[src/design/dwrp_regs.vh]
`ifndef DWRP_REGS_VH
`define DWRP_REGS_VH

// Register byte addresses
`define DWRP_OFS_WIN_BASE 8'h40
`define DWRP_OFS_WIN_LIMIT 8'h44
`define DWRP_OFS_MODE 8'h48
`define DWRP_OFS_STATUS 8'h4c
`define DWRP_OFS_RC2 8'h5c
`define DWRP_OFS_RC1 8'h60

// Read control layout, shared by both read control registers
`define DWRP_RC_WIDTH 24
`define DWRP_RC_RESET 24'h00_0001
`define DWRP_RC_WMASK 24'h3f_ffff
`define DWRP_F_LINE_INIT 19
`define DWRP_F_MULT_INIT 16
`define DWRP_B_LINE_CONT 11
`define DWRP_B_MULT_CONT 10
`define DWRP_F_DLY_REQ 8
`define DWRP_F_LINE_CNT 5
`define DWRP_F_MULT_CNT 2
`define DWRP_B_PLAIN_PF 1
`define DWRP_B_PF_EN 0

// Operating modes
`define DWRP_MODE_PLAIN_SLAVE 2'b00
`define DWRP_MODE_GENERIC_SLAVE 2'b01
`define DWRP_MODE_GENERIC_DEVICE 2'b10
`define DWRP_MODE_RESET 2'b00

// Read commands
`define DWRP_CMD_PLAIN 2'b00
`define DWRP_CMD_LINE 2'b01
`define DWRP_CMD_MULT 2'b10

`define DWRP_WIN_BASE_RESET 32'h0000_0000
`define DWRP_WIN_LIMIT_RESET 32'h0000_0000

`endif

[src/design/dwrp_pair_buf.v]
`default_nettype none

module dwrp_pair_buf #(
    parameter WIDTH = 33,
    parameter DEPTH = 2
) (
    input wire clk,
    input wire rst_n,
    input wire in_valid,
    output wire in_ready,
    input wire [WIDTH-1:0] in_data,
    output wire out_valid,
    input wire out_ready,
    output wire [WIDTH-1:0] out_data
);

    // Entry 0 is always the head, so the output comes straight from a flop
    reg [WIDTH-1:0] mem [0:DEPTH-1];
    reg [DEPTH:0] cnt;
    reg full;
    reg nempty;
    wire push;
    wire pop;
    reg [DEPTH:0] next_cnt;
    integer i;

    assign in_ready = ~full;
    assign out_valid = nempty;
    assign out_data = mem[0];
    assign push = in_valid & ~full;
    assign pop = out_ready & nempty;

    always @* begin
        next_cnt = cnt;
        if (push & ~pop) begin
            next_cnt = cnt + 1'b1;
        end else if (pop & ~push) begin
            next_cnt = cnt - 1'b1;
        end
    end

    always @(posedge clk or negedge rst_n) begin
        if (!rst_n) begin
            cnt <= {(DEPTH+1){1'b0}};
            full <= 1'b0;
            nempty <= 1'b0;
            for (i = 0; i < DEPTH; i = i + 1) begin
                mem[i] <= {WIDTH{1'b0}};
            end
        end else begin
            cnt <= next_cnt;
            full <= (next_cnt == DEPTH);
            nempty <= (next_cnt != 0);
            for (i = 0; i < DEPTH; i = i + 1) begin
                if (pop) begin
                    if (push && (i == cnt - 1)) begin
                        mem[i] <= in_data;
                    end else if (i < DEPTH - 1) begin
                        mem[i] <= mem[i+1];
                    end
                end else if (push && (i == cnt)) begin
                    mem[i] <= in_data;
                end
            end
        end
    end

endmodule // dwrp_pair_buf

`default_nettype wire

[src/design/dwrp_prefetch_ctrl.v]
`default_nettype none
`include "dwrp_regs.vh"

module dwrp_prefetch_ctrl #(
    parameter ADDR_WIDTH = 32,
    parameter LINE_SHIFT = 6,
    parameter QDEPTH = 4
) (
    input wire clk,
    input wire rst_n,
    input wire warm_reset,
    input wire [7:0] avs_address,
    input wire avs_read,
    input wire avs_write,
    input wire [31:0] avs_writedata,
    input wire [3:0] avs_byteenable,
    output reg [31:0] avs_readdata,
    output reg avs_waitrequest,
    input wire req_valid,
    output reg req_ready,
    input wire [ADDR_WIDTH-1:0] req_addr,
    input wire [1:0] req_cmd,
    output wire up_valid,
    input wire up_ready,
    output wire [ADDR_WIDTH-1:0] up_addr,
    output wire up_single,
    input wire up_line_ok,
    input wire pci_attempt,
    input wire pci_line_taken,
    input wire pci_done,
    output reg pci_retry,
    output reg pci_reconnect
);

    localparam ST_IDLE = 1'b0;
    localparam ST_ACTIVE = 1'b1;
    localparam QPW = 2;

    function [31:0] be_merge;
        input [31:0] old;
        input [31:0] wd;
        input [3:0] be;
        integer k;
        begin
            be_merge = old;
            for (k = 0; k < 4; k = k + 1) begin
                if (be[k]) begin
                    be_merge[k*8 +: 8] = wd[k*8 +: 8];
                end
            end
        end
    endfunction

    // Lines wanted for a fixed prefetch: count plus the first line
    function [7:0] total_lines;
        input [2:0] cnt;
        begin
            total_lines = {5'b0_0000, cnt} + 8'h01;
        end
    endfunction

    ////////////////////////////////////////////////////////////////////////////
    // Register file

    reg [`DWRP_RC_WIDTH-1:0] rc1;
    reg [`DWRP_RC_WIDTH-1:0] rc2;
    reg [31:0] win_base;
    reg [31:0] win_limit;
    reg [1:0] mode;
    reg bus_ack;
    wire generic;
    wire [31:0] rc2_merged;
    wire [31:0] rc1_merged;

    assign generic = (mode == `DWRP_MODE_GENERIC_SLAVE) || (mode == `DWRP_MODE_GENERIC_DEVICE);
    assign rc2_merged = be_merge({8'h00, rc2}, avs_writedata, avs_byteenable);
    assign rc1_merged = be_merge({8'h00, rc1}, avs_writedata, avs_byteenable);

    reg state;
    reg [2:0] out_cnt;
    reg hit_last;
    reg [7:0] arrived;
    reg [7:0] init_need;

    always @(posedge clk or negedge rst_n) begin
        if (!rst_n) begin
            bus_ack <= 1'b0;
            avs_waitrequest <= 1'b1;
            avs_readdata <= 32'h0000_0000;
        end else begin
            // One wait cycle, then a single-cycle answer
            bus_ack <= (avs_read | avs_write) & ~bus_ack;
            avs_waitrequest <= ~((avs_read | avs_write) & ~bus_ack);
            if (avs_read & ~bus_ack) begin
                case (avs_address)
                    `DWRP_OFS_WIN_BASE: avs_readdata <= win_base;
                    `DWRP_OFS_WIN_LIMIT: avs_readdata <= win_limit;
                    `DWRP_OFS_MODE: avs_readdata <= {30'h0000_0000, mode};
                    `DWRP_OFS_STATUS: avs_readdata <= {26'h000_0000, hit_last, (arrived >= init_need), state, out_cnt};
                    `DWRP_OFS_RC2: avs_readdata <= generic ? {8'h00, rc2} : 32'h0000_0000;
                    `DWRP_OFS_RC1: avs_readdata <= {8'h00, rc1};
                    default: avs_readdata <= 32'h0000_0000;
                endcase
            end
        end
    end

    always @(posedge clk or negedge rst_n) begin
        if (!rst_n) begin
            rc1 <= `DWRP_RC_RESET;
            rc2 <= `DWRP_RC_RESET;
            win_base <= `DWRP_WIN_BASE_RESET;
            win_limit <= `DWRP_WIN_LIMIT_RESET;
            mode <= `DWRP_MODE_RESET;
        end else if (warm_reset) begin
            rc1 <= `DWRP_RC_RESET;
            rc2 <= `DWRP_RC_RESET;
        end else if (bus_ack & avs_write) begin
            case (avs_address)
                `DWRP_OFS_WIN_BASE: win_base <= be_merge(win_base, avs_writedata, avs_byteenable);
                `DWRP_OFS_WIN_LIMIT: win_limit <= be_merge(win_limit, avs_writedata, avs_byteenable);
                `DWRP_OFS_MODE: mode <= avs_byteenable[0] ? avs_writedata[1:0] : mode;
                `DWRP_OFS_RC2: begin
                    if (generic) begin
                        rc2 <= rc2_merged[`DWRP_RC_WIDTH-1:0] & `DWRP_RC_WMASK;
                    end
                end
                `DWRP_OFS_RC1: rc1 <= rc1_merged[`DWRP_RC_WIDTH-1:0] & `DWRP_RC_WMASK;
                default: rc1 <= rc1;
            endcase
        end
    end

    ////////////////////////////////////////////////////////////////////////////
    // Delayed request queue

    reg [ADDR_WIDTH-1:0] q_addr [0:QDEPTH-1];
    reg [1:0] q_cmd [0:QDEPTH-1];
    reg [QPW-1:0] q_head;
    reg [QPW-1:0] q_tail;
    reg [2:0] q_cnt;
    wire accept;
    wire start;
    wire finish;
    reg [2:0] next_out_cnt;
    wire [2:0] dly_limit;

    // Limit comes from the primary register; the queue holds the maximum of four
    // field plus one
    assign dly_limit = {1'b0, rc1[`DWRP_F_DLY_REQ +: 2]} + 3'b001;
    assign accept = req_valid & req_ready;
    assign start = (state == ST_IDLE) && (q_cnt != 3'b000);
    assign finish = (state == ST_ACTIVE) && pci_done;

    always @* begin
        next_out_cnt = out_cnt;
        if (accept & ~finish) begin
            next_out_cnt = out_cnt + 3'b001;
        end else if (finish & ~accept) begin
            next_out_cnt = out_cnt - 3'b001;
        end
    end

    always @(posedge clk or negedge rst_n) begin
        if (!rst_n) begin
            q_head <= {QPW{1'b0}};
            q_tail <= {QPW{1'b0}};
            q_cnt <= 3'b000;
            out_cnt <= 3'b000;
            req_ready <= 1'b0;
        end else begin
            out_cnt <= next_out_cnt;
            req_ready <= (next_out_cnt < dly_limit);
            if (accept) begin
                q_tail <= q_tail + 1'b1;
            end
            if (start) begin
                q_head <= q_head + 1'b1;
            end
            if (accept & ~start) begin
                q_cnt <= q_cnt + 3'b001;
            end else if (start & ~accept) begin
                q_cnt <= q_cnt - 3'b001;
            end
        end
    end

    always @(posedge clk) begin
        if (accept) begin
            q_addr[q_tail] <= req_addr;
            q_cmd[q_tail] <= req_cmd;
        end
    end

    ////////////////////////////////////////////////////////////////////////////
    // Prefetch settings for the request at the queue head

    wire [ADDR_WIDTH-1:0] h_addr;
    wire [1:0] h_cmd;
    wire in_win;
    wire [`DWRP_RC_WIDTH-1:0] sel;
    wire is_mult;
    wire pf_ok;
    wire [2:0] s_cnt;
    wire [2:0] s_init;
    wire s_cont;
    wire [7:0] s_total;
    wire [7:0] s_init_lines;

    assign h_addr = q_addr[q_head];
    assign h_cmd = q_cmd[q_head];
    assign in_win = generic && (h_addr >= win_base[ADDR_WIDTH-1:0]) && (h_addr <= win_limit[ADDR_WIDTH-1:0]);
    // window hits use the alternate register
    assign sel = in_win ? rc2 : rc1;
    assign is_mult = (h_cmd == `DWRP_CMD_MULT);
    // plain reads prefetch only when enabled
    assign pf_ok = sel[`DWRP_B_PF_EN] &&
                   (is_mult || (h_cmd == `DWRP_CMD_LINE) || (h_cmd == `DWRP_CMD_PLAIN && sel[`DWRP_B_PLAIN_PF]));
    assign s_cnt = is_mult ? sel[`DWRP_F_MULT_CNT +: 3] : sel[`DWRP_F_LINE_CNT +: 3];
    assign s_init = is_mult ? sel[`DWRP_F_MULT_INIT +: 3] : sel[`DWRP_F_LINE_INIT +: 3];
    assign s_cont = pf_ok && (is_mult ? sel[`DWRP_B_MULT_CONT] : sel[`DWRP_B_LINE_CONT]);
    assign s_total = pf_ok ? total_lines(s_cnt) : 8'h01;
    // Initial count is at least one line and, when not continuous, never beyond the fixed total
    assign s_init_lines = !pf_ok ? 8'h01 :
                          (s_init == 3'b000) ? 8'h01 :
                          (!s_cont && ({5'b0_0000, s_init} > s_total)) ? s_total : {5'b0_0000, s_init};

    ////////////////////////////////////////////////////////////////////////////
    // Fetch engine

    reg [ADDR_WIDTH-1:0] line_base;
    reg [7:0] total;
    reg [7:0] issued;
    reg single;
    reg cont;
    wire issue;
    wire buf_ready;
    wire [ADDR_WIDTH-1:0] fetch_addr;
    wire [ADDR_WIDTH-1:0] issued_ofs;

    assign issued_ofs = {{(ADDR_WIDTH-8){1'b0}}, issued} << LINE_SHIFT;
    assign fetch_addr = single ? line_base : line_base + issued_ofs;
    assign issue = (state == ST_ACTIVE) && (issued < total) && buf_ready;

    always @(posedge clk or negedge rst_n) begin
        if (!rst_n) begin
            state <= ST_IDLE;
            line_base <= {ADDR_WIDTH{1'b0}};
            total <= 8'h00;
            issued <= 8'h00;
            arrived <= 8'h00;
            init_need <= 8'h01;
            single <= 1'b0;
            cont <= 1'b0;
            hit_last <= 1'b0;
            pci_retry <= 1'b0;
            pci_reconnect <= 1'b0;
        end else begin
            pci_retry <= 1'b0;
            pci_reconnect <= 1'b0;
            case (state)
                ST_IDLE: begin
                    if (start) begin
                        state <= ST_ACTIVE;
                        // Non-prefetched reads of any command, line reads included, keep the word address
                        single <= ~pf_ok;
                        line_base <= pf_ok ? ((h_addr >> LINE_SHIFT) << LINE_SHIFT) : h_addr;
                        total <= s_total;
                        init_need <= s_init_lines;
                        cont <= s_cont;
                        hit_last <= in_win;
                        issued <= 8'h00;
                        arrived <= 8'h00;
                    end
                    if (pci_attempt) begin
                        pci_retry <= 1'b1;
                    end
                end
                ST_ACTIVE: begin
                    if (issue) begin
                        issued <= issued + 8'h01;
                    end
                    // moving window, one line per delivered line
                    if (cont && pci_line_taken && (total != 8'hff)) begin
                        total <= total + 8'h01;
                    end
                    if (up_line_ok && (arrived != 8'hff)) begin
                        arrived <= arrived + 8'h01;
                    end
                    if (pci_attempt) begin
                        pci_reconnect <= (arrived >= init_need);
                        pci_retry <= (arrived < init_need);
                    end
                    if (pci_done) begin
                        state <= ST_IDLE;
                    end
                end
                default: state <= ST_IDLE;
            endcase
        end
    end

    ////////////////////////////////////////////////////////////////////////////
    // Upstream fetch requests, decoupled so an upstream stall loses nothing

    dwrp_pair_buf #(
        .WIDTH(ADDR_WIDTH + 1),
        .DEPTH(2)
    ) u_fetch_buf (
        .clk(clk),
        .rst_n(rst_n),
        .in_valid(issue),
        .in_ready(buf_ready),
        .in_data({single, fetch_addr}),
        .out_valid(up_valid),
        .out_ready(up_ready),
        .out_data({up_single, up_addr})
    );

endmodule // dwrp_prefetch_ctrl

`default_nettype wire

[config.mk]
export PLATFORM = sky130hd
export DESIGN_NAME = dwrp_prefetch_ctrl
export DESIGN_NICKNAME = d
export VERILOG_FILES = /design/src/design/dwrp_pair_buf.v /design/src/design/dwrp_prefetch_ctrl.v
export VERILOG_INCLUDE_DIRS = /design/src /design/src/design
export SDC_FILE = /design/constraint.sdc
export NUM_CORES = 1
export LEC_CHECK = 0
export ABC_AREA = 1
export BUFFER_PORTS_ARGS = -buffer_cell sky130_fd_sc_hd__buf_2
export CAP_MARGIN = 10
export CORE_UTILIZATION = 40
export DETAILED_ROUTE_END_ITERATION = 16
export PLACE_DENSITY = 0.62
export SYNTH_ARGS = -nofsm -noshare
export SYNTH_HDL_FRONTEND = slang
export SYNTH_SLANG_ARGS = --single-unit
export TNS_END_PERCENT = 10
[constraint.sdc]
create_clock -name clk -period 8 [get_ports clk]
set_input_delay 2 -clock clk [delete_from_list [all_inputs] [get_ports clk]]
set_output_delay 2 -clock clk [all_outputs]
set_load 0.01 [all_outputs]
==> Yosys cells after proc, flatten, opt, wreduce, memory -nomap -nowiden <==
Memories as Yosys holds them, arrays and structs flattened.
Index checks and enable logic that the tools add are counted.
{ "classes": {"addsub": 15, "n_mul": 0, "n_div": 0, "order_cmp": 7, "n_eq_ne": 20, "shift": 0, "n_mux": 53, "bitwise_logic": 24, "n_reduce_logical": 59} }
{ "ops": {"columns": ["op", "count"], "rows": [
  ["$mux W33", 6],
  ["$mux W24", 8],
  ["$pmux W32 S6", 1],
  ["$mux W8", 7],
  ["$eq A8 B7 Y1 const B", 6],
  ["$pmux W8 S2", 3],
  ["$reduce_and A4 Y1", 12],
  ["$add A32 B14 Y32", 1],
  ["$eq A1 B32 Y1 const A", 1],
  ["$ge A32 B32 Y1", 1],
  ["$le A32 B32 Y1", 1],
  ["$logic_not A32 Y1", 1],
  ["$mux W32", 1],
  ["$add A8 B1 Y8 const B", 3],
  ["$mux W3", 8],
  ["$mux W22", 1],
  ["$reduce_bool A2 Y1", 10],
  ["$mux W6", 3],
  ["$logic_and A1 B1 Y1", 17],
  ["$lt A8 B8 Y1", 2],
  ["$mux W4", 4],
  ["$ne A8 B8 Y1 const B", 2],
  ["$and A1 B1 Y1", 12],
  ["$reduce_and A2 Y1", 6],
  ["other kinds (25)", 61]
]} }
{ "totals": {"regBits": 300, "latch_bits": 0, "ram_bits": 136, "mem_bits_ro": 0, "out_inout_bits": 70, "wordCells": 221, "memories": 2} }
{ "memory_table": {"columns": ["name", "depth", "word_bits", "read_ports", "rd_clocked_by_memory_dff", "wr", "line", "rtl"], "rows": [
  ["q_addr", 4, 32, 1, 0, 1, "dwrp_prefetch_ctrl.v:137", "reg [ADDR_WIDTH-1:0] q_addr [0:QDEPTH-1];"],
  ["q_cmd", 4, 2, 1, 0, 1, "dwrp_prefetch_ctrl.v:138", "reg [1:0] q_cmd [0:QDEPTH-1];"]
]} }

==> Logic depth before layout (Yosys ltp) <==
Gate-level depths: netlist of the first run.
{ "depth": {"word_depth": 14, "depth_mapped": 37} }

==> Modules after synthesis <==
Synthesis of the first run repeated with hierarchy kept, for this count alone.
{ "unflattened": {"hier_cells": 2413, "hier_area_um2": 22063.7} }
{ "modules_own_cells": {"columns": ["module", "instances", "cells_per_inst", "area_per_inst_um2", "seq_area_each_um2"], "rows": [
  ["dwrp_prefetch_ctrl", 1, 1956, 17827.1, 9619.2],
  ["dwrp_pair_buf", 1, 457, 4236.6, 1776.7]
]} }

==> Least setup slack after synthesis of the first run <==
No wires, ideal clock.
{ "synth_path": {"kind": "reg-to-reg", "start": "register q_head[0]", "end": "register init_need[1]", "setup_ns": 0.117, "t_arrival_ns": 4.153, "path_slack_ns": 3.729, "path_stages_with_launch": 33, "path_buffers": 4, "period_less_slack_ns": 4.271, "path_cell_list": "dfrtp_1 -> clkbuf_1 -> inv_1 -> clkbuf_1 -> clkbuf_1 -> o21ai_0 -> o22ai_1 -> ha_1 -> nand2_1 -> inv_1 -> nor3_1 -> nand2_1 -> a21oi_1 -> nand2_1 -> nand2_2 -> nand2_4 -> buf_6 -> nand2_2 -> nand3_2 -> nand2_2 -> inv_1 -> ha_1 -> nand2_1 -> ha_1 -> inv_1 -> nor2_1 -> o21ai_0 -> a32oi_1 -> inv_1 -> nor2_4 -> nand3_1 -> nand3_1 -> nand2_1"} }
{ "synth_via": {"elab_chain_len": 14, "word_cells_on_any_way": 27, "classes_between": "add/sub (1); order compare (3); eq/ne (2); mux (8); reduce/logical (11); memory (2)"} }
{ "synth_lines": {"columns": ["item", "line", "rtl"], "rows": [
  ["from (decl)", "dwrp_prefetch_ctrl.v:139", "reg [QPW-1:0] q_head;"],
  ["from (signal assigned)", "dwrp_prefetch_ctrl.v:166", "q_head <= {QPW{1'b0}};"],
  ["from (signal assigned)", "dwrp_prefetch_ctrl.v:178", "q_head <= q_head + 1'b1;"],
  ["$mem_v2 Z4 W32 (*)", null, null],
  ["named net h_addr[31]", "dwrp_prefetch_ctrl.v:198", "wire [ADDR_WIDTH-1:0] h_addr;"],
  ["$ge A32 B32 Y1", "dwrp_prefetch_ctrl.v:212", "assign in_win = generic && (h_addr >= win_base[ADDR_WIDTH-1:0]) && (h_addr <= win_limit[ADDR_WIDTH-1:0]);"],
  ["$logic_and A1 B1 Y1", "dwrp_prefetch_ctrl.v:212", null],
  ["$logic_and A1 B1 Y1 (*)", "dwrp_prefetch_ctrl.v:212", null],
  ["$mux W22 (*)", "dwrp_prefetch_ctrl.v:214", "assign sel = in_win ? rc2 : rc1;"],
  ["parallel branches: the longest is 8 deep, another holds $add A3 B1 Y4", null, null],
  ["$mux W4 (*)", "dwrp_prefetch_ctrl.v:224", "assign s_init_lines = !pf_ok ? 8'h01 :"],
  ["to (signal assigned)", "dwrp_prefetch_ctrl.v:269", "init_need <= s_init_lines;"],
  ["to (decl)", "dwrp_prefetch_ctrl.v:83", "reg [7:0] init_need;"]
]} }
Mark *: on every way through the listed nets, which the timed path passes.
A chain may end at the register's enable or synchronous reset.

==> Worst setup path after layout of the first run <==
Same ends and word-level chain as after synthesis.

==> results of run 1 <==
cells in the final DEF (no fill, tap or decap), types with 4 or more instances in the layout:
cell type and count:
dfstp_2 4, o21a_1 6, nand3_1 65, inv_1 270, inv_2 4, buf_2 157, a221oi_1 19, nor2_2 10
o21ai_0 336, nor2_4 4, o211ai_1 10, xnor2_1 4, a31oi_1 8, a22o_1 6, nand4_1 14, clkbuf_16 49
nor2_1 161, o21ai_1 8, buf_4 19, ha_1 107, nand2_2 10, nand2_1 512, edfxtp_1 136, o22ai_1 51
clkinv_2 9, bufinv_16 9, nor3_1 19, a21oi_1 72, a21o_1 4, xor2_1 25, clkinv_1 7, a32oi_1 4
mux2i_1 5, a32o_1 5, nand3_2 5, nand2_4 6, dfrtp_1 287, clkbuf_1 10
registers in the layout, summed over array words and instances (netlist names), 2 cells and up:
name	cells
rc2	22
total	8
u_fetch_buf.cnt	3
avs_readdata	32
q_addr	128
q_cmd	8
q_head	2
win_limit	32
arrived	8
u_fetch_buf.out_data	33
mode	2
rc1	22
u_fetch_buf.mem	33
issued	8
q_tail	2
win_base	32
line_base	32
init_need	4
out_cnt	3
q_cnt	3
layout make-up:
class	count	share of cell area [%]
multi-input combinational	1501	33.8
tap	680	3.54
timing repair buffer	178	4.01
clock inverter	27	1.53
clock buffer	62	5.43
inverter	276	4.31
sequential	428	47.4
power by group through the flow:
stage	sequential [mW]	clock, mW	combinational [mW]
after floorplan	2.92	0	2.32
after global placement	3.01	0	3.10
after detailed placement	3.02	0	3.20
after CTS	2.98	2.38	3.22
after global routing	3.03	2.46	3.66
final	2.98	2.34	3.22
tightest hold or removal path, cell delays in order (launching register included):
cell and delay, ns:
dfrtp_1 0.33, nand2_1 0.05, o21ai_0 0.06
per-layer routing:
layer  part of all wire [%]  vias to the layer above  global-route usage, %
li1                       -                     7968                      -
met3                    5.8                      116                   3.18
met5                  0.017                        -                      0
met2                     46                      545                   34.5
met1                     44                     7972                   29.9
met4                    4.2                        2                   9.68
final timing paths:
path	startpoint	to	slack, ns	depth (start not counted)
hold reg to reg	u_fetch_buf.out_data[7]$_DFFE_PN0P_	u_fetch_buf.out_data[7]$_DFFE_PN0P_	0.48	2
setup / recovery	q_head[0]$_DFFE_PN0P_	init_need[1]$_DFFE_PN0P_	2.32	29
min in group asynchronous	rst_n	avs_readdata[0]$_DFFE_PN0P_	1.50	1
setup reg to reg	q_head[0]$_DFFE_PN0P_	init_need[1]$_DFFE_PN0P_	2.32	29
max in group asynchronous	rst_n	u_fetch_buf.out_data[11]$_DFFE_PN0P_	5.03	2
hold / removal	u_fetch_buf.out_data[7]$_DFFE_PN0P_	u_fetch_buf.out_data[7]$_DFFE_PN0P_	0.48	2
cells by family after synthesis:
kind of cell,count (synthesis)
AND/OR/NAND/NOR,815
buffers and inverters,395
adder cells (fa/ha/maj),109
AO/OA/AOI/OAI,542
multiplexers,6
flip-flops,428
XOR/XNOR,29
metrics by stage:
| stage | util [%] | setup WS, ns | instance area (µm²) |
|---|---|---|---|
| detailed placement | 43.3 | 2.42 | 22400 |
| CTS | 46.5 | 2.42 | 24000 |
| finish | 46.5 | 2.32 | 24000 |
| global placement | 43.3 | 2.63 | 22400 |
| floorplan | - | 3.73 | 21100 |
| global route | 46.5 | 1.76 | 24000 |
==> key figures, run 1 <==
Worst hold path
  – Hold/Removal Path Class: flip-flop to flip-flop

Floorplanning
  – Die area: 0.0537 mm²
  – Row cnt: 83
  – I/O pin cnt: 159
  – Die Span Y: 232 µm
  – Die X: 232 µm
  – Core region area: 0.0517 mm²
  – Initial Util: 40.8%

Yosys
  – Adder-Cell Fraction of Synth Area: 6.53%
  – Syn Inst Count: 2,324
  – Unique masters post-synth: 52
  – Simple-gate share of the synthesized area: 15.9%
  – Syn Area/Cell: 9.09 µm²
  – Top post-synthesis cells by area: dfrtp_1 (34%), edfxtp_1 (19%), nand2_1 (9.1%)
  – Post-synthesis sequential area ratio: 54.0%
  – Main synth FF type: dfrtp_1
  – Ys async rst share: 68.2%
  – Cell area after synthesis: 0.0211 mm²
  – Most common cell in the netlist: nand2_1
  – Area share of the largest cell type after synthesis: 34.1%
  – Post-Syn Nets: 2,522
  – Top cell type by total area after synthesis: dfrtp_1
  – Compound-Gate Fraction of Synth Area: 14.4%
  – EDFF count, synth: 136
  – Post-synthesis register bit count: 428
  – Multiplexer share of the synthesized area: 0.290%
  – Post-synth top cells: nand2_1 (512), o21ai_0 (336), dfrtp_1 (288)
  – Largest family of logic cells by synthesized area: simple AND/OR/NAND/NOR gates
  – Xor/xnor share of the synthesized area: 1.20%
  – Synth warn: 0

Place
  – Input/output buffers: 158
  – Placed cells: 3,063
  – Global placement routability congestion: 0.911
  – Detail Placement HPWL: 41.9 mm

Critical path
  – Critical path buffer and inverter count: 5
  – Critical path class: flip-flop to flip-flop
  – Crit path max-delay cell type: inv_1
  – Delay-heaviest family, CP: simple AND/OR/NAND/NOR gates
  – Arr. time, crit path: 6.15 ns
  – CP most frequent cell: nand2_1
  – CP Max Fanout: 43
  – CP Capture Type: flip-flop
  – Max stage delay on crit path: 0.57 ns
  – CP Launch Type: flip-flop
  – CP Data Required Time: 8.47 ns

GRT
  – GRT Total Usage: 21.9%
  – Antenna violations before repair: 2
  – Vias in the first global route: 15,900
  – Largest net degree at the start of global routing: 165
  – First-pass GRT wire length: 90.9 mm
  – Total global routing overflow: 0

Clocking
  – CTS Buf Count: 48
  – Clock latency on the worst-skew pair: 0.58 ns
  – Reg clk slew, reported paths: 0.06 ns
  – CTS tree: yes
  – CTS Buffer Depth: 3
  – Hold_buf cts: 0
  – H-tree levels: 2
  – Post-CTS Setup Inserts: 0
  – Clock sinks: 428
  – Root Buffer: clkbuf_16
  – CTS resizes: 0

Pwr
  – Sw frac: 39.3%
  – Seq pwr share: 34.9%
  – Leak: 10.9 nW
  – Tot Pwr: 8.54 mW
  – Comb power frac: 37.7%
  – Switch Pwr: 3.36 mW
  – Max IR drop VDD: 0.000184 V
  – Internal power: 5.18 mW
  – Power per Cell Area: 355 mW/mm²
  – Clock power frac: 27.4%

STA
  – Hold Vio Cnt, Final: 0
  – Max Slew Vio Count: 0
  – Final period utilization: 71.0%
  – Slew headroom: 26.6%
  – Clock skew: 0.0177 ns
  – Fmax: 176 MHz
  – Count of final setup violators: 0
  – Unrepaired setup endpoints after global routing: no
  – Worst slew pin tran: 1.10 ns
  – Setup TNS after final layout: 0 ns
  – Period minus WS final: 5.68 ns
  – Final hold slack: 0.477 ns

Layout
  – Layout cells sized above 1: 12.4%
  – Sequential standard cell area: 0.0114 mm²
  – Fill cells: 4,973
  – Layout net count: 2,631
  – Layout area overhead: 13.9%
  – Post-route insts no fill: 3,152
  – Area of the multi-input gates: 0.00813 mm²
  – # diodes: 0

Flow run
  – Max_cap viols: 0

Detailed routing
  – Vias: 16,600
  – Post-route ant nets: 0
  – Wire per inst: 18.5 µm
  – Final WL: 58.3 mm
  – Drt via density: 5.27
  – Initial DRC Count: 1,389
  – DRC Markers: 0
  – First-pass DRT Iterations: 5

Run status
  – Status: finished, final reports clean
Note: power is estimated with default switching activity, not from simulation.
==> run 2: changes to the inputs <==
- PLACE_DENSITY: 0.62 -> 0.64
- clock period: 8 -> 4.92 ns (I/O delays scaled with it)
==> run 2 against run 1 <==
  * Clock skew about the same
  * Register-to-register slack worse by 2.0 ns
  * Via count rose by 0.87%
  * Sequential share of layout area shrank 0.73 points
  * Largest power group unchanged
  * Global-route usage barely moved
  * First-iteration DRC count decreased by 7.1%
  * Sequential cell count unchanged
  * Setup slack got worse by 2.0 ns
  * Clock-buffer cell count rose by 8
==> key figures, run 2 (synthesis gave the netlist of run 1 again) <==
Floorplanning
  – Initial Util: 40.8% (unchanged)
  – Die Span Y: 232 µm (unchanged)
  – Die area: 0.0537 mm² (unchanged)
  – Die X: 232 µm (unchanged)
  – Core region area: 0.0517 mm² (unchanged)
  – Row cnt: 83 (unchanged)
  – I/O pin cnt: 159 (unchanged)

Pwr
  – Power per Cell Area: 578 mW/mm² (was 355 mW/mm²)
  – Leak: 11.1 nW (was 10.9 nW)
  – Max IR drop VDD: 0.000294 V (was 0.000184 V)

Layout
  – Layout area overhead: 15.6% (was 13.9%)
  – Commonest non-fill, non-tap cells in the layout: nand2_1 (512), o21ai_0 (336), dfrtp_1 (287) (unchanged)
  – Layout net count: 2,676 (was 2,631)
  – Area of the multi-input gates: 0.00820 mm² (was 0.00813 mm²)
  – Fill cells: 4,925 (was 4,973)
  – Max reg flops: 128 (unchanged)
  – Largest Register: q_addr (unchanged)
  – Post-route insts no fill: 3,196 (was 3,152)
  – Sequential standard cell area: 0.0114 mm² (unchanged)
  – Final instance area: 0.0244 mm² (was 0.0240 mm²)
  – Commonest non-fill, non-tap cell in the layout: nand2_1 (unchanged)
  – Layout Utilization: 47.2% (was 46.5%)
  – Layout cells sized above 1: 14.2% (was 12.4%)

STA
  – Worst slew pin tran: 1.14 ns (was 1.10 ns)
  – Fmax: 217 MHz (was 176 MHz)
  – Final worst slack: 0.306 ns (was 2.32 ns)
  – Clock skew: 0.0177 ns (about the same)
  – Count of final setup violators: 0 (unchanged)
  – Period minus WS final: 4.61 ns (was 5.68 ns)
  – Max Slew Vio Count: 0 (unchanged)
  – Final period utilization: 93.8% (was 71.0%)
  – Setup TNS after final layout: 0 ns (unchanged)
  – Hold Vio Cnt, Final: 0 (unchanged)
  – Slew headroom: 24.1% (was 26.6%)

Detailed routing
  – DRC Markers: 0 (unchanged)
  – Vias: 16,700 (was 16,600)
  – Final WL: 58.8 mm (was 58.3 mm)
  – Drt via density: 5.24 (was 5.27)
  – Wire per inst: 18.4 µm (was 18.5 µm)
  – First-pass DRT Iterations: 5 (unchanged)
  – Initial DRC Count: 1,291 (was 1,389)
  – Post-route ant nets: 0 (unchanged)

Critical path
  – Reg-to-Reg End: init_need[2]$_DFFE_PN0P_ (was init_need[1]$_DFFE_PN0P_)
  – Crit path max-delay cell type: dfrtp_2 (was inv_1)
  – Reg-to-reg setup timing slack: 0.31 ns (was 2.32 ns)
  – Max stage delay on crit path: 0.43 ns (was 0.57 ns)
  – FF-to-FF Start: q_head[0]$_DFFE_PN0P_ (unchanged)
  – CP Data Required Time: 5.38 ns (was 8.47 ns)
  – Critical path class: flip-flop to flip-flop (unchanged)
  – Reg2Reg Depth: 29 (unchanged)
  – CP Capture Type: flip-flop (unchanged)
  – CP Max Fanout: 54 (was 43)
  – Worst setup endpoint: init_need[2]$_DFFE_PN0P_ (was init_need[1]$_DFFE_PN0P_)
  – CP most frequent cell: nand2_1 (unchanged)
  – Critical path origin: q_head[0]$_DFFE_PN0P_ (unchanged)
  – CP Launch Type: flip-flop (unchanged)
  – Arr. time, crit path: 5.08 ns (was 6.15 ns)

Place
  – Pre-CTS setup slack: 0.122 ns (was 2.42 ns)
  – Input/output buffers: 158 (unchanged)
  – Global placement routability congestion: 0.904 (was 0.911)
  – Area after DPL: 0.0227 mm² (was 0.0224 mm²)
  – Placed cells: 3,104 (was 3,063)
  – Detail Placement HPWL: 43.1 mm (was 41.9 mm)

GRT
  – Total global routing overflow: 0 (unchanged)
  – Largest net degree at the start of global routing: 126 (was 165)
  – GRT Total Usage: 21.9% (about the same)
  – Antenna violations before repair: 7 (was 2)
  – First-pass GRT wire length: 90.6 mm (was 90.9 mm)
  – Vias in the first global route: 16,000 (was 15,900)

Clocking
  – Root Buffer: clkbuf_16 (unchanged)
  – Clock sinks: 428 (unchanged)
  – Reg clk slew, reported paths: 0.06 ns (about the same)
  – CTS Buffer Depth: 3 (unchanged)
  – Hold_buf cts: 0 (unchanged)
  – H-tree levels: 2 (unchanged)
  – CTS tree: yes (unchanged)
  – Clock latency on the worst-skew pair: 0.58 ns (about the same)
  – CTS Buf Count: 46 (was 48)

Run status
  – Status: finished, final reports clean (unchanged)

Worst hold path
  – Hold Crit Depth: 2 (unchanged)
  – Hold/Removal Path Class: flip-flop to flip-flop (unchanged)

Flow run
  – Max_cap viols: 0 (unchanged)
-- run 2: what timing repair did --
action	4_1_cts	5_1_grt
gates resized for setup	0	11
setup endpoints to repair	0	3
setup buffers	0	6
-- run 2: layout make-up --
class	count	area share, %
antenna	1	0.0102
clock buffer	70	5.58
clock inverter	15	0.871
inverter	276	4.24
multi-input combinational	1501	33.6
sequential	428	46.7
tap	680	3.48
timing repair buffer	225	5.56
-- run 2: worst max-delay path: cells and delay by family, from the launching register on --
family	cells	cell delay (ns)
simple gates	14	1.44
compound gates	7	1.13
fa+ha+maj	3	0.90
buf+inv	5	0.55
flops	1	0.43
-- run 2: where the power goes --
part           switching [mW]  internal (mW)
clock network            1.44           2.17
logic                    3.67           2.00
registers               0.451           4.39
-- run 2: metal layers --
metal	GRT usage, %	vias up	part of all wire, %
met3	4.02	146	6.4
met1	29.1	8028	43
met4	10.5	12	4.7
met5	0	-	0.12
li1	-	8043	-
met2	34.5	518	46
-- run 2: worst min-delay path by stage --
stage                                         start                              end  slack, ns
finish              u_fetch_buf.mem[25]$_DFFE_PN0P_  u_fetch_buf.mem[25]$_DFFE_PN0P_       0.47
floorplan           u_fetch_buf.mem[25]$_DFFE_PN0P_  u_fetch_buf.mem[25]$_DFFE_PN0P_       0.44
detailed placement  u_fetch_buf.mem[25]$_DFFE_PN0P_  u_fetch_buf.mem[25]$_DFFE_PN0P_       0.46
global placement    u_fetch_buf.mem[25]$_DFFE_PN0P_  u_fetch_buf.mem[25]$_DFFE_PN0P_       0.46
CTS                 u_fetch_buf.mem[25]$_DFFE_PN0P_  u_fetch_buf.mem[25]$_DFFE_PN0P_       0.48
global route         u_fetch_buf.mem[9]$_DFFE_PN0P_   u_fetch_buf.mem[9]$_DFFE_PN0P_       0.50
-- run 2: through the flow --
step                      total power [mW]  hold WS (ns)
after floorplan                       8.52         0.444
after global placement                10.3         0.461
final                                 14.1         0.474
after CTS                             14.1         0.477
after detailed placement              10.5         0.461
after global routing                  15.1         0.501
